`src/hdl/codec_port_pkg.sv`:
```
// constants shared by the codec serial port sample-rate and fifo logic
package codec_port_pkg;

  // bit clock derived from core_clk (125 MHz)
  localparam int CLK_PERIOD_NS  = 8;
  localparam int SCLK_HALF_NS   = 48;
  localparam int SCLK_HALF_CYC  = SCLK_HALF_NS / CLK_PERIOD_NS;
  localparam logic [3:0] SCLK_HALF_LAST = 4'(SCLK_HALF_CYC - 1);

  // frame layout, bit counter positions
  localparam logic [6:0] FRAME_LAST_BIT = 7'h7f;
  localparam logic [6:0] FRAME_PRE_BIT  = 7'h7e;
  localparam logic [6:0] SUB0_BITS      = 7'h40;
  localparam int AUD_MSB  = 63;
  localparam int AUD_LSB  = 48;
  localparam int ADDR_MSB = 46;
  localparam int ADDR_LSB = 43;
  localparam int RW_POS   = 42;
  localparam int AV_POS   = 33;
  localparam int TV_POS   = 32;
  localparam int TEL_MSB  = 31;
  localparam int TEL_LSB  = 16;
  localparam int CDAT_MSB = 15;

  // sample widths, left justified in 16 bits
  localparam logic [15:0] AUD_MASK = 16'hfff0;
  localparam logic [15:0] TEL_MASK = 16'hfffc;

  // sample-rate divisors
  localparam int FIXED_DIV = 32;
  localparam logic [6:0] AUD_DIV_MIN = 7'h06;
  localparam logic [6:0] TEL_DIV_MIN = 7'h10;
  localparam logic [6:0] DIV_MAX     = 7'h7f;
  localparam logic [6:0] AUD_DIV_RST = 7'h0c;
  localparam logic [6:0] TEL_DIV_RST = 7'h10;

  // fifos
  localparam int TX_DEPTH = 8;
  localparam int RX_DEPTH = 12;
  localparam int LVL_W    = 4;
  localparam logic [3:0] RX_REQ_LEVEL = 4'h5;

  // codec enable register as seen in outgoing control writes
  localparam logic [3:0] CODEC_EN_ADDR = 4'h8;
  localparam int AUD_IN_EN_BIT  = 15;
  localparam int AUD_OUT_EN_BIT = 14;
  localparam int TEL_IN_EN_BIT  = 13;
  localparam int TEL_OUT_EN_BIT = 12;

  // register word offsets (byte addresses)
  localparam logic [7:0] ADR_CTRL   = 8'h00;
  localparam logic [7:0] ADR_AUDIO  = 8'h04;
  localparam logic [7:0] ADR_TELCOM = 8'h08;
  localparam logic [7:0] ADR_CODEC  = 8'h0c;
  localparam logic [7:0] ADR_STATUS = 8'h10;

  // control register fields
  localparam int CTL_ADIV_LSB = 0;
  localparam int CTL_TDIV_LSB = 8;
  localparam int CTL_EN_BIT   = 16;
  localparam int CTL_IGN_BIT  = 17;

endpackage : codec_port_pkg

```
`src/hdl/codec_serial_port.sv`:
```
// codec serial port: frame timing, sample-rate counters and fifo movement
`timescale 1ns/100ps
module codec_serial_port (
  // clock and reset
  input  wire logic        core_clk,
  input  wire logic        sys_rst,
  // classic wishbone slave
  input  wire logic        wb_cyc_i,
  input  wire logic        wb_stb_i,
  input  wire logic        wb_we_i,
  input  wire logic [7:0]  wb_adr_i,
  input  wire logic [3:0]  wb_sel_i,
  input  wire logic [31:0] wb_dat_i,
  output logic      [31:0] wb_dat_o,
  output logic             wb_ack_o,
  // codec link pins
  output logic             serial_clk,
  output logic             frame_sync_pulse,
  output logic             port_transmit_line,
  input  wire logic        port_receive_line,
  // receive fifo service requests
  output logic             audio_rx_req,
  output logic             telecom_rx_req
);
  import codec_port_pkg::*;

  typedef struct packed {
    logic                  ack;
    logic [31:0]           rdat;
    logic [6:0]            aud_div;
    logic [6:0]            tel_div;
    logic                  port_en;
    logic                  ign_valid;
    logic [20:0]           cmd;
    logic [20:0]           cmd_rx;
    logic                  rx_meta;
    logic                  rx_sync;
    logic [3:0]            half_cnt;
    logic                  sclk;
    logic                  fs;
    logic                  txd;
    logic [6:0]            bit_cnt;
    logic [63:0]           sh;
    logic [1:0]            en_stat;
    logic [1:0]            en_next;
    logic [1:0]            run;
    logic [1:0]            overrun;
    logic [1:0]            got_first;
    logic [1:0]            conv_due;
    logic [1:0]            req;
    logic [1:0][11:0]      cnt;
    logic [1:0][15:0]      tx_hold;
  } port_st_t;

  port_st_t         s_r;
  port_st_t         s_nxt;

  // per-section fifo wiring: index 0 audio, 1 telecom
  logic [1:0]       tx_push;
  logic [1:0]       tx_pop;
  logic [1:0]       rx_push;
  logic [1:0]       rx_pop;
  logic [1:0][15:0] rx_data;
  logic [1:0][15:0] tx_head;
  logic [1:0][15:0] rx_head;
  logic [1:0][3:0]  tx_lvl;
  logic [1:0][3:0]  rx_lvl;
  logic [1:0]       tx_full;
  logic [1:0]       tx_empty;
  logic [1:0]       rx_full;
  logic [1:0]       rx_empty;
  logic [1:0][11:0] modulus;
  logic [1:0]       valid_bit;
  logic [1:0][15:0] rx_field;
  logic [1:0]       capture;
  logic [6:0]       adiv;
  logic [6:0]       tdiv;
  logic             req_hit;
  logic             wr_ok;
  logic             rise;
  logic             fall;
  logic [6:0]       nb;
  logic [1:0]       ovr_set;

  genvar g;
  generate
    for (g = 0; g < 2; g++) begin : g_sect
      // transmit fifos 8 deep, receive fifos 12 deep
      sample_fifo #(.WIDTH(16), .DEPTH(TX_DEPTH), .LW(LVL_W)) u_tx (
        .core_clk  (core_clk),
        .sys_rst   (sys_rst),
        .push      (tx_push[g]),
        .push_data (wb_dat_i[15:0]),
        .pop       (tx_pop[g]),
        .head      (tx_head[g]),
        .level     (tx_lvl[g]),
        .full      (tx_full[g]),
        .empty     (tx_empty[g])
      );
      sample_fifo #(.WIDTH(16), .DEPTH(RX_DEPTH), .LW(LVL_W)) u_rx (
        .core_clk  (core_clk),
        .sys_rst   (sys_rst),
        .push      (rx_push[g]),
        .push_data (rx_data[g]),
        .pop       (rx_pop[g]),
        .head      (rx_head[g]),
        .level     (rx_lvl[g]),
        .full      (rx_full[g]),
        .empty     (rx_empty[g])
      );
    end
  endgenerate

  // divisors below the section minimum are clamped up
  assign adiv = (s_r.aud_div < AUD_DIV_MIN) ? AUD_DIV_MIN : s_r.aud_div;
  assign tdiv = (s_r.tel_div < TEL_DIV_MIN) ? TEL_DIV_MIN : s_r.tel_div;
  // counter runs 0..32*div-1, so one period is 32*div bit clocks
  assign modulus[0] = 12'(FIXED_DIV * adiv - 1);
  assign modulus[1] = 12'(FIXED_DIV * tdiv - 1);

  always_comb begin
    s_nxt    = s_r;
    tx_push  = '0;
    tx_pop   = '0;
    rx_push  = '0;
    rx_pop   = '0;
    rx_data  = '0;
    capture  = '0;
    ovr_set  = '0;
    req_hit  = wb_cyc_i && wb_stb_i && !s_r.ack;
    wr_ok    = req_hit && wb_we_i && (wb_sel_i == 4'hf);
    rise     = 1'b0;
    fall     = 1'b0;
    nb       = s_r.bit_cnt + 7'h01;
    valid_bit[0] = s_r.sh[AV_POS];
    valid_bit[1] = s_r.sh[TV_POS];
    // received samples are forced to their justified width
    rx_field[0] = s_r.sh[AUD_MSB:AUD_LSB] & AUD_MASK;
    rx_field[1] = s_r.sh[TEL_MSB:TEL_LSB] & TEL_MASK;

    // request while 5..12 entries, dropped once reads go below
    // computed first so the status word shows the same level and request
    for (int i = 0; i < 2; i++) begin
      s_nxt.req[i] = (rx_lvl[i] >= RX_REQ_LEVEL);
    end

    // wishbone: ack one cycle after the request, dropped the next cycle
    s_nxt.ack = req_hit;
    if (req_hit) begin
      s_nxt.rdat = 32'h0;
      unique case (wb_adr_i)
        ADR_CTRL: begin
          s_nxt.rdat = {14'h0, s_r.ign_valid, s_r.port_en, 1'b0, s_r.tel_div,
                        1'b0, s_r.aud_div};
          if (wr_ok) begin
            s_nxt.aud_div   = wb_dat_i[CTL_ADIV_LSB +: 7];
            s_nxt.tel_div   = wb_dat_i[CTL_TDIV_LSB +: 7];
            s_nxt.port_en   = wb_dat_i[CTL_EN_BIT];
            s_nxt.ign_valid = wb_dat_i[CTL_IGN_BIT];
          end
        end
        ADR_AUDIO, ADR_TELCOM: begin
          if (wb_we_i) begin
            tx_push[wb_adr_i == ADR_TELCOM] = wr_ok;
          end else begin
            s_nxt.rdat = {16'h0, rx_head[wb_adr_i == ADR_TELCOM]};
            rx_pop[wb_adr_i == ADR_TELCOM] = 1'b1;
          end
        end
        ADR_CODEC: begin
          s_nxt.rdat = {11'h0, s_r.cmd_rx};
          if (wr_ok) begin
            s_nxt.cmd = wb_dat_i[20:0];
          end
        end
        ADR_STATUS: begin
          s_nxt.rdat = {8'h0, rx_lvl[1], rx_lvl[0], 6'h0, rx_empty, tx_full,
                        s_r.overrun, s_nxt.req, s_r.en_stat};
          if (wr_ok) begin
            s_nxt.overrun = s_r.overrun & ~wb_dat_i[5:4];
          end
        end
        default: s_nxt.rdat = 32'h0;
      endcase
    end

    // receive pin synchroniser
    s_nxt.rx_meta = port_receive_line;
    s_nxt.rx_sync = s_r.rx_meta;

    // bit clock divider; the link toggles only while the port is enabled
    if (!s_r.port_en) begin
      s_nxt.half_cnt = '0;
      s_nxt.sclk     = 1'b0;
      s_nxt.fs       = 1'b0;
      s_nxt.txd      = 1'b0;
      s_nxt.bit_cnt  = FRAME_PRE_BIT;
    end else if (s_r.half_cnt == SCLK_HALF_LAST) begin
      s_nxt.half_cnt = '0;
      s_nxt.sclk     = !s_r.sclk;
      rise           = !s_r.sclk;
      fall           = s_r.sclk;
    end else begin
      s_nxt.half_cnt = s_r.half_cnt + 4'h1;
    end

    // sample receive data on the falling edge during subframe 0
    if (fall && s_r.bit_cnt < SUB0_BITS) begin
      s_nxt.sh = {s_r.sh[62:0], s_r.rx_sync};
    end

    if (rise) begin
      s_nxt.bit_cnt = nb;
      // sync high for the last bit clock of the frame
      s_nxt.fs  = (nb == FRAME_LAST_BIT);
      // line held low outside subframe 0
      s_nxt.txd = (nb < SUB0_BITS) ? s_r.sh[63] : 1'b0;

      for (int i = 0; i < 2; i++) begin
        if (!s_r.run[i]) begin
          s_nxt.cnt[i] = modulus[i];
        end else if (s_r.cnt[i] == 12'h0) begin
          // reload at zero marks a conversion in lock-step with the codec
          s_nxt.cnt[i]      = modulus[i];
          s_nxt.conv_due[i] = 1'b1;
          // next entry, or the old value again if nothing new is queued
          if (!tx_empty[i]) begin
            s_nxt.tx_hold[i] = tx_head[i];
            tx_pop[i]        = 1'b1;
          end
        end else begin
          s_nxt.cnt[i] = s_r.cnt[i] - 12'h001;
        end
      end

      if (nb == FRAME_LAST_BIT) begin
        // frame load at the sync rising edge; held values resent each frame
        s_nxt.sh = {s_r.tx_hold[0], 1'b0, s_r.cmd[19:16], s_r.cmd[20], 8'h00,
                    s_r.en_stat[0], s_r.en_stat[1], s_r.tx_hold[1],
                    s_r.cmd[15:0]};
        // enable writes sent in this frame take effect after subframe 0
        if (s_r.cmd[20] && s_r.cmd[19:16] == CODEC_EN_ADDR) begin
          s_nxt.en_next[0] = s_r.cmd[AUD_IN_EN_BIT] | s_r.cmd[AUD_OUT_EN_BIT];
          s_nxt.en_next[1] = s_r.cmd[TEL_IN_EN_BIT] | s_r.cmd[TEL_OUT_EN_BIT];
        end
        // counters start or stop on the sync after the codec register changed
        for (int i = 0; i < 2; i++) begin
          s_nxt.run[i] = s_r.en_stat[i];
          if (!s_r.en_stat[i]) begin
            s_nxt.cnt[i] = modulus[i];
          end
        end
      end

      if (nb == SUB0_BITS) begin
        // shifter now holds the received subframe 0
        s_nxt.cmd_rx = {s_r.sh[RW_POS], s_r.sh[ADDR_MSB:ADDR_LSB],
                        s_r.sh[CDAT_MSB:0]};
        for (int i = 0; i < 2; i++) begin
          // codec register updates at end of subframe 0, as does our copy
          s_nxt.en_stat[i] = s_r.en_next[i];
          if (s_r.en_next[i] && !s_r.en_stat[i]) begin
            s_nxt.cnt[i] = modulus[i];
            if (!tx_empty[i]) begin
              s_nxt.tx_hold[i] = tx_head[i];
              tx_pop[i]        = 1'b1;
            end
          end
          if (!s_r.en_stat[i]) begin
            s_nxt.got_first[i] = 1'b0;
            s_nxt.conv_due[i]  = 1'b0;
          end
          // after the first stored sample the counter may replace the valid bit
          if (s_r.ign_valid && s_r.got_first[i]) begin
            capture[i] = s_r.en_stat[i] && s_r.conv_due[i];
          end else begin
            capture[i] = s_r.en_stat[i] && valid_bit[i];
          end
          if (capture[i]) begin
            s_nxt.got_first[i] = 1'b1;
            s_nxt.conv_due[i]  = 1'b0;
            rx_data[i]         = rx_field[i];
            rx_push[i]         = 1'b1;
            ovr_set[i]         = rx_full[i];
          end
        end
      end
    end

    // an overrun in the clearing cycle still sets the flag
    s_nxt.overrun = s_nxt.overrun | ovr_set;
  end

  always_ff @(posedge core_clk) begin
    if (sys_rst) begin
      s_r         <= '0;
      s_r.aud_div <= AUD_DIV_RST;
      s_r.tel_div <= TEL_DIV_RST;
      s_r.bit_cnt <= FRAME_PRE_BIT;
    end else begin
      s_r <= s_nxt;
    end
  end

  assign wb_ack_o           = s_r.ack;
  assign wb_dat_o           = s_r.rdat;
  assign serial_clk         = s_r.sclk;
  assign frame_sync_pulse   = s_r.fs;
  assign port_transmit_line = s_r.txd;
  assign audio_rx_req       = s_r.req[0];
  assign telecom_rx_req     = s_r.req[1];

endmodule : codec_serial_port

```
`src/hdl/sample_fifo.sv`:
```
// synchronous sample fifo with occupancy level
`timescale 1ns/100ps
module sample_fifo #(
  parameter int WIDTH = 16,
  parameter int DEPTH = 8,
  parameter int LW    = 4
) (
  // clock and reset
  input  wire logic             core_clk,
  input  wire logic             sys_rst,
  // fill side
  input  wire logic             push,
  input  wire logic [WIDTH-1:0] push_data,
  // drain side
  input  wire logic             pop,
  output logic      [WIDTH-1:0] head,
  // occupancy
  output logic      [LW-1:0]    level,
  output logic                  full,
  output logic                  empty
);
  typedef struct packed {
    logic [DEPTH-1:0][WIDTH-1:0] mem;
    logic [LW-1:0]               rd;
    logic [LW-1:0]               wr;
    logic [LW-1:0]               cnt;
  } fifo_st_t;

  fifo_st_t s_r;
  fifo_st_t s_nxt;
  logic     do_push;
  logic     do_pop;

  assign full  = (s_r.cnt == LW'(DEPTH));
  assign empty = (s_r.cnt == '0);
  assign level = s_r.cnt;
  assign head  = s_r.mem[s_r.rd];

  always_comb begin
    s_nxt   = s_r;
    do_push = push && !full;
    do_pop  = pop && !empty;
    if (do_push) begin
      s_nxt.mem[s_r.wr] = push_data;
      s_nxt.wr = (s_r.wr == LW'(DEPTH - 1)) ? '0 : s_r.wr + 1'b1;
    end
    if (do_pop) begin
      s_nxt.rd = (s_r.rd == LW'(DEPTH - 1)) ? '0 : s_r.rd + 1'b1;
    end
    if (do_push && !do_pop) begin
      s_nxt.cnt = s_r.cnt + 1'b1;
    end else if (do_pop && !do_push) begin
      s_nxt.cnt = s_r.cnt - 1'b1;
    end
  end

  always_ff @(posedge core_clk) begin
    if (sys_rst) begin
      s_r <= '0;
    end else begin
      s_r <= s_nxt;
    end
  end

endmodule : sample_fifo

```
`config.mk`:
```
export PLATFORM = sky130hd
export DESIGN_NAME = codec_serial_port
export DESIGN_NICKNAME = d
export VERILOG_FILES = /design/src/hdl/codec_port_pkg.sv /design/src/hdl/codec_serial_port.sv /design/src/hdl/sample_fifo.sv
export SDC_FILE = /design/constraint.sdc
export NUM_CORES = 2
export LEC_CHECK = 0
export BUFFER_PORTS_ARGS = -buffer_cell sky130_fd_sc_hd__clkbuf_2
export CAP_MARGIN = 25
export CORE_UTILIZATION = 54
export DETAILED_ROUTE_END_ITERATION = 10
export PLACE_DENSITY = 0.73
export SLEW_MARGIN = 20
export SYNTH_ARGS = -nofsm -noshare
export SYNTH_HDL_FRONTEND = slang
export SYNTH_SLANG_ARGS = --single-unit
```
`constraint.sdc`:
```
create_clock -name core_clk -period 3.7 [get_ports core_clk]
set_input_delay 0.555 -clock core_clk [delete_from_list [all_inputs] [get_ports core_clk]]
set_output_delay 0.555 -clock core_clk [all_outputs]
set_load 0.05 [all_outputs]
```
==> results by group <==
Logic synthesis
  • Seq/Total Area, Yosys: 44.9%
  • Post-Synthesis Cells: 4,555
  • Area leader, netlist: dfxtp_1
  • Synth warn: 0
  • Netlist Area Pre-Place: 0.0379 mm²
  • Synthesized flop and latch total: 849
  • Commonest cells post-synth: 1,383 x nand2_1, 849 x dfxtp_1, 656 x a21oi_1
  • Most common flop cell mapped by yosys: dfxtp_1
  • Post-synth EDFFs: 0
  • Async SR Flop Fraction: 0%
  • Most common cell in the netlist: nand2_1
  • Yosys cell types: 81
  • Post-Syn Area per Cell: 8.32 µm²
  • Dominant cells by area after synthesis: dfxtp_1 45%, nand2_1 14%, a21oi_1 8.7%
  • Post-synth top area share: 44.9%

Die
  • Row Count: 96
  • Starting Density: 54.9%
  • Die area: 0.0712 mm²
  • Die Span Y: 267 µm
  • Core Box Area: 0.0689 mm²
  • # IOs: 88
  • DIE WIDTH: 267 µm

Layout
  • Fin util: 60.4%
  • Area of the multi-input gates: 0.0190 mm²
  • Fraction of layout cells with a size suffix above 1: 12.0%
  • Register area: 0.0170 mm²
  • Fillcell total: 5,934
  • Number of diodes: 0
  • NumNets Final: 4,503
  • Area grow syn2layout: 10.0%

Flow run
  • Max-cap violations: 0

Global route
  • Largest net degree at the start of global routing: 223
  • Global Route Usage Sum: 29.1%
  • M3 GR Usage: 5.73%
  • Gr ovfl total: 0
  • GR Util met2: 44.9%
  • Grt peak-use layer: met2
  • Initial antenna violation count: 0
  • Vias in the first global route: 29,400
  • Wire length of the first global-routing pass: 164 mm
  • Met1 usage: 40.1%

STA
  • Fin. max-slew vios: 0
  • Final Skew: 0.0270 ns
  • # setup viols final: 0
  • Post-layout min period: 3.40 ns
  • Hold Vio Cnt, Final: 0
  • Slew @ Worst Pin: 1.01 ns
  • F_max: 0.294 GHz
  • Max transition margin: 32.4%
  • Fin Setup TNS: 0 ns
  • Fin crit share: 91.9%
  • RSZ-0062 raised after global routing: no

Setup path
  • Slowest-stage cell, CP: dfxtp_1
  • Cell repeated most along the worst path: ha_1
  • WS Path Type: reg2reg
  • Cells along the critical path: ha_1 -> nor4bb_4 -> and2_0 -> buf_4 -> o41ai_1 -> nand2b_1 -> ha_1 -> inv_1 -> ha_1 -> a21o_1 -> a21oi_1 -> xnor2_1 -> or3_1 -> a21oi_1
  • Worst path max stage delay: 0.38 ns
  • Crit. End Element: flip-flop
  • CP Max Fanout: 22
  • Crit path DAT: 3.95 ns
  • Worst Setup Start Kind: flip-flop
  • Req. time, crit path: 4.25 ns

Drt
  • Via density: 5.89
  • Vias: 31,800
  • Antenna Violating Nets Remaining: 0
  • Drt wl/cell: 19.5 µm
  • Detailed Route Iter0 Violations: 3,511
  • Final wirelength: 105 mm
  • DRC viols: 0
  • 1st-pass router iterations: 6

Clock tree
  • CTS sink cnt: 849
  • Number of hold buffers added after CTS: 0
  • Worst-Skew Late Latency: 0.64 ns
  • H-Tree Depth: 3
  • Clock slew at reported path FFs: 0.06 ns
  • Num CTS Buffers: 86
  • CTS tree: done
  • Clock buffer depth: 3
  • Root buf cell: clkbuf_16

Worst hold path
  • Class of the worst hold path: in2reg

Placed design
  • GPL Wtd Cong: 0.943
  • Post-DP HPWL: 67.6 mm
  • PortBufs: 68

Pwr
  • Leakage power: 13.9 nW
  • Power per cell area: 441 mW/mm²
  • Maximum vdd drop: 328 µV

Outcome
  • Outcome: completed
==> cell usage in the layout (no fill, tap or decap), types with 15 or more instances in the layout <==
cell       count
nand2_1     1383
dfxtp_1      844
a21oi_1      656
nor2_1       264
mux4_2       142
mux2i_1      139
buf_4        122
clkbuf_16     90
clkbuf_2      67
nand3_1       65
a311oi_1      59
inv_1         48
and3_1        45
ha_1          38
and2_1        35
o21ai_0       35
nor3_1        32
a211oi_1      30
clkbuf_8      21
or3_1         18
mux2_2        18
nand2b_1      16
xnor2_1       16
o211ai_1      16
clkbuf_1      15
==> final timing paths <==
path / to / from / cells past startpoint / slack, ns
setup / recovery: g_sect[0].u_tx.level[3]$_SDFFE_PP0P_ / s_r[144]$_SDFF_PP0_ / 14 / 0.30
hold / removal: s_nxt[148]$_SDFF_PP0_ / port_receive_line / 2 / 0.17
setup reg to reg: g_sect[0].u_tx.level[3]$_SDFFE_PP0P_ / s_r[144]$_SDFF_PP0_ / 14 / 0.30
hold reg to reg: g_sect[0].u_rx.s_r[114]$_SDFFE_PP0P_ / g_sect[0].u_rx.s_r[114]$_SDFFE_PP0P_ / 2 / 0.45
==> what timing repair did <==
item,4_1_cts,5_1_grt
setup buffers,0,0
gates resized for setup,0,7
endpoints found under the setup margin,0,6
==> metal layers <==
metal	vias up	share of wire [%]
met2	1280	45
met1	15100	42
li1	15200	-
met4	0	3.7
met5	-	0
met3	201	9.3
==> metrics by stage <==
stage,hold slack [ns],instance area (µm²),setup WS (ns),cells,power [mW]
floorplan,0.414,37900,0.0270,4562,9.56
global placement,0.434,38700,0.0563,5253,9.66
detailed placement,0.441,38700,0.0502,5253,9.66
CTS,0.141,41600,0.139,5404,18.5
global route,0.165,41700,0.0426,5404,18.9
finish,0.171,41700,0.299,5404,18.4
==> where the power goes <==
group	switching (mW)	total, mW	internal [mW]
combinational	0.282	0.321	0.0386
sequential	0.000871	9.14	9.14
clock	3.64	8.92	5.27
==> state kept, by name (all words and copies together) (netlist names), 8 cells and up <==
name and flops:
g_sect.u_rx.s_r 328, g_sect.u_tx.level 8, g_sect.u_tx.s_r 272, s_r 176, g_sect.u_rx.level 8, wb_dat_o 24, rx_field 26
==> logic make-up (layout without fill, tap and decap cells) <==
logic type               Yosys count  in the layout  synth area share [%]
multiplexers                     299            299                  12.7
AND/OR/NAND/NOR                 1950           1950                  21.4
adder cells (fa/ha/maj)           43             43                  1.50
AO/OA/AOI/OAI                    900            900                  13.6
buffers and inverters            487            398                  5.36
flip-flops                       849            849                  44.9
other                              1              8               0.00990
XOR/XNOR                          26             26                 0.601
==> final cells by class <==
| class | count | area share [%] |
|---|---|---|
| multi-input combinational | 3226 | 45.6 |
| sequential | 849 | 40.8 |
| clock buffer | 126 | 6.23 |
| timing repair buffer | 198 | 3.42 |
| tap | 931 | 2.80 |
| clock inverter | 25 | 0.727 |
| inverter | 49 | 0.441 |
==> critical path, delay by kind of cell (launching register included) <==
family,cells,cell delay [ns]
simple gates,4,1.00
fa+ha+maj,3,0.70
compound gates,4,0.69
buf+inv,2,0.43
flops,1,0.38
xor+xnor,1,0.10
Power figures use the tool's default switching activity.
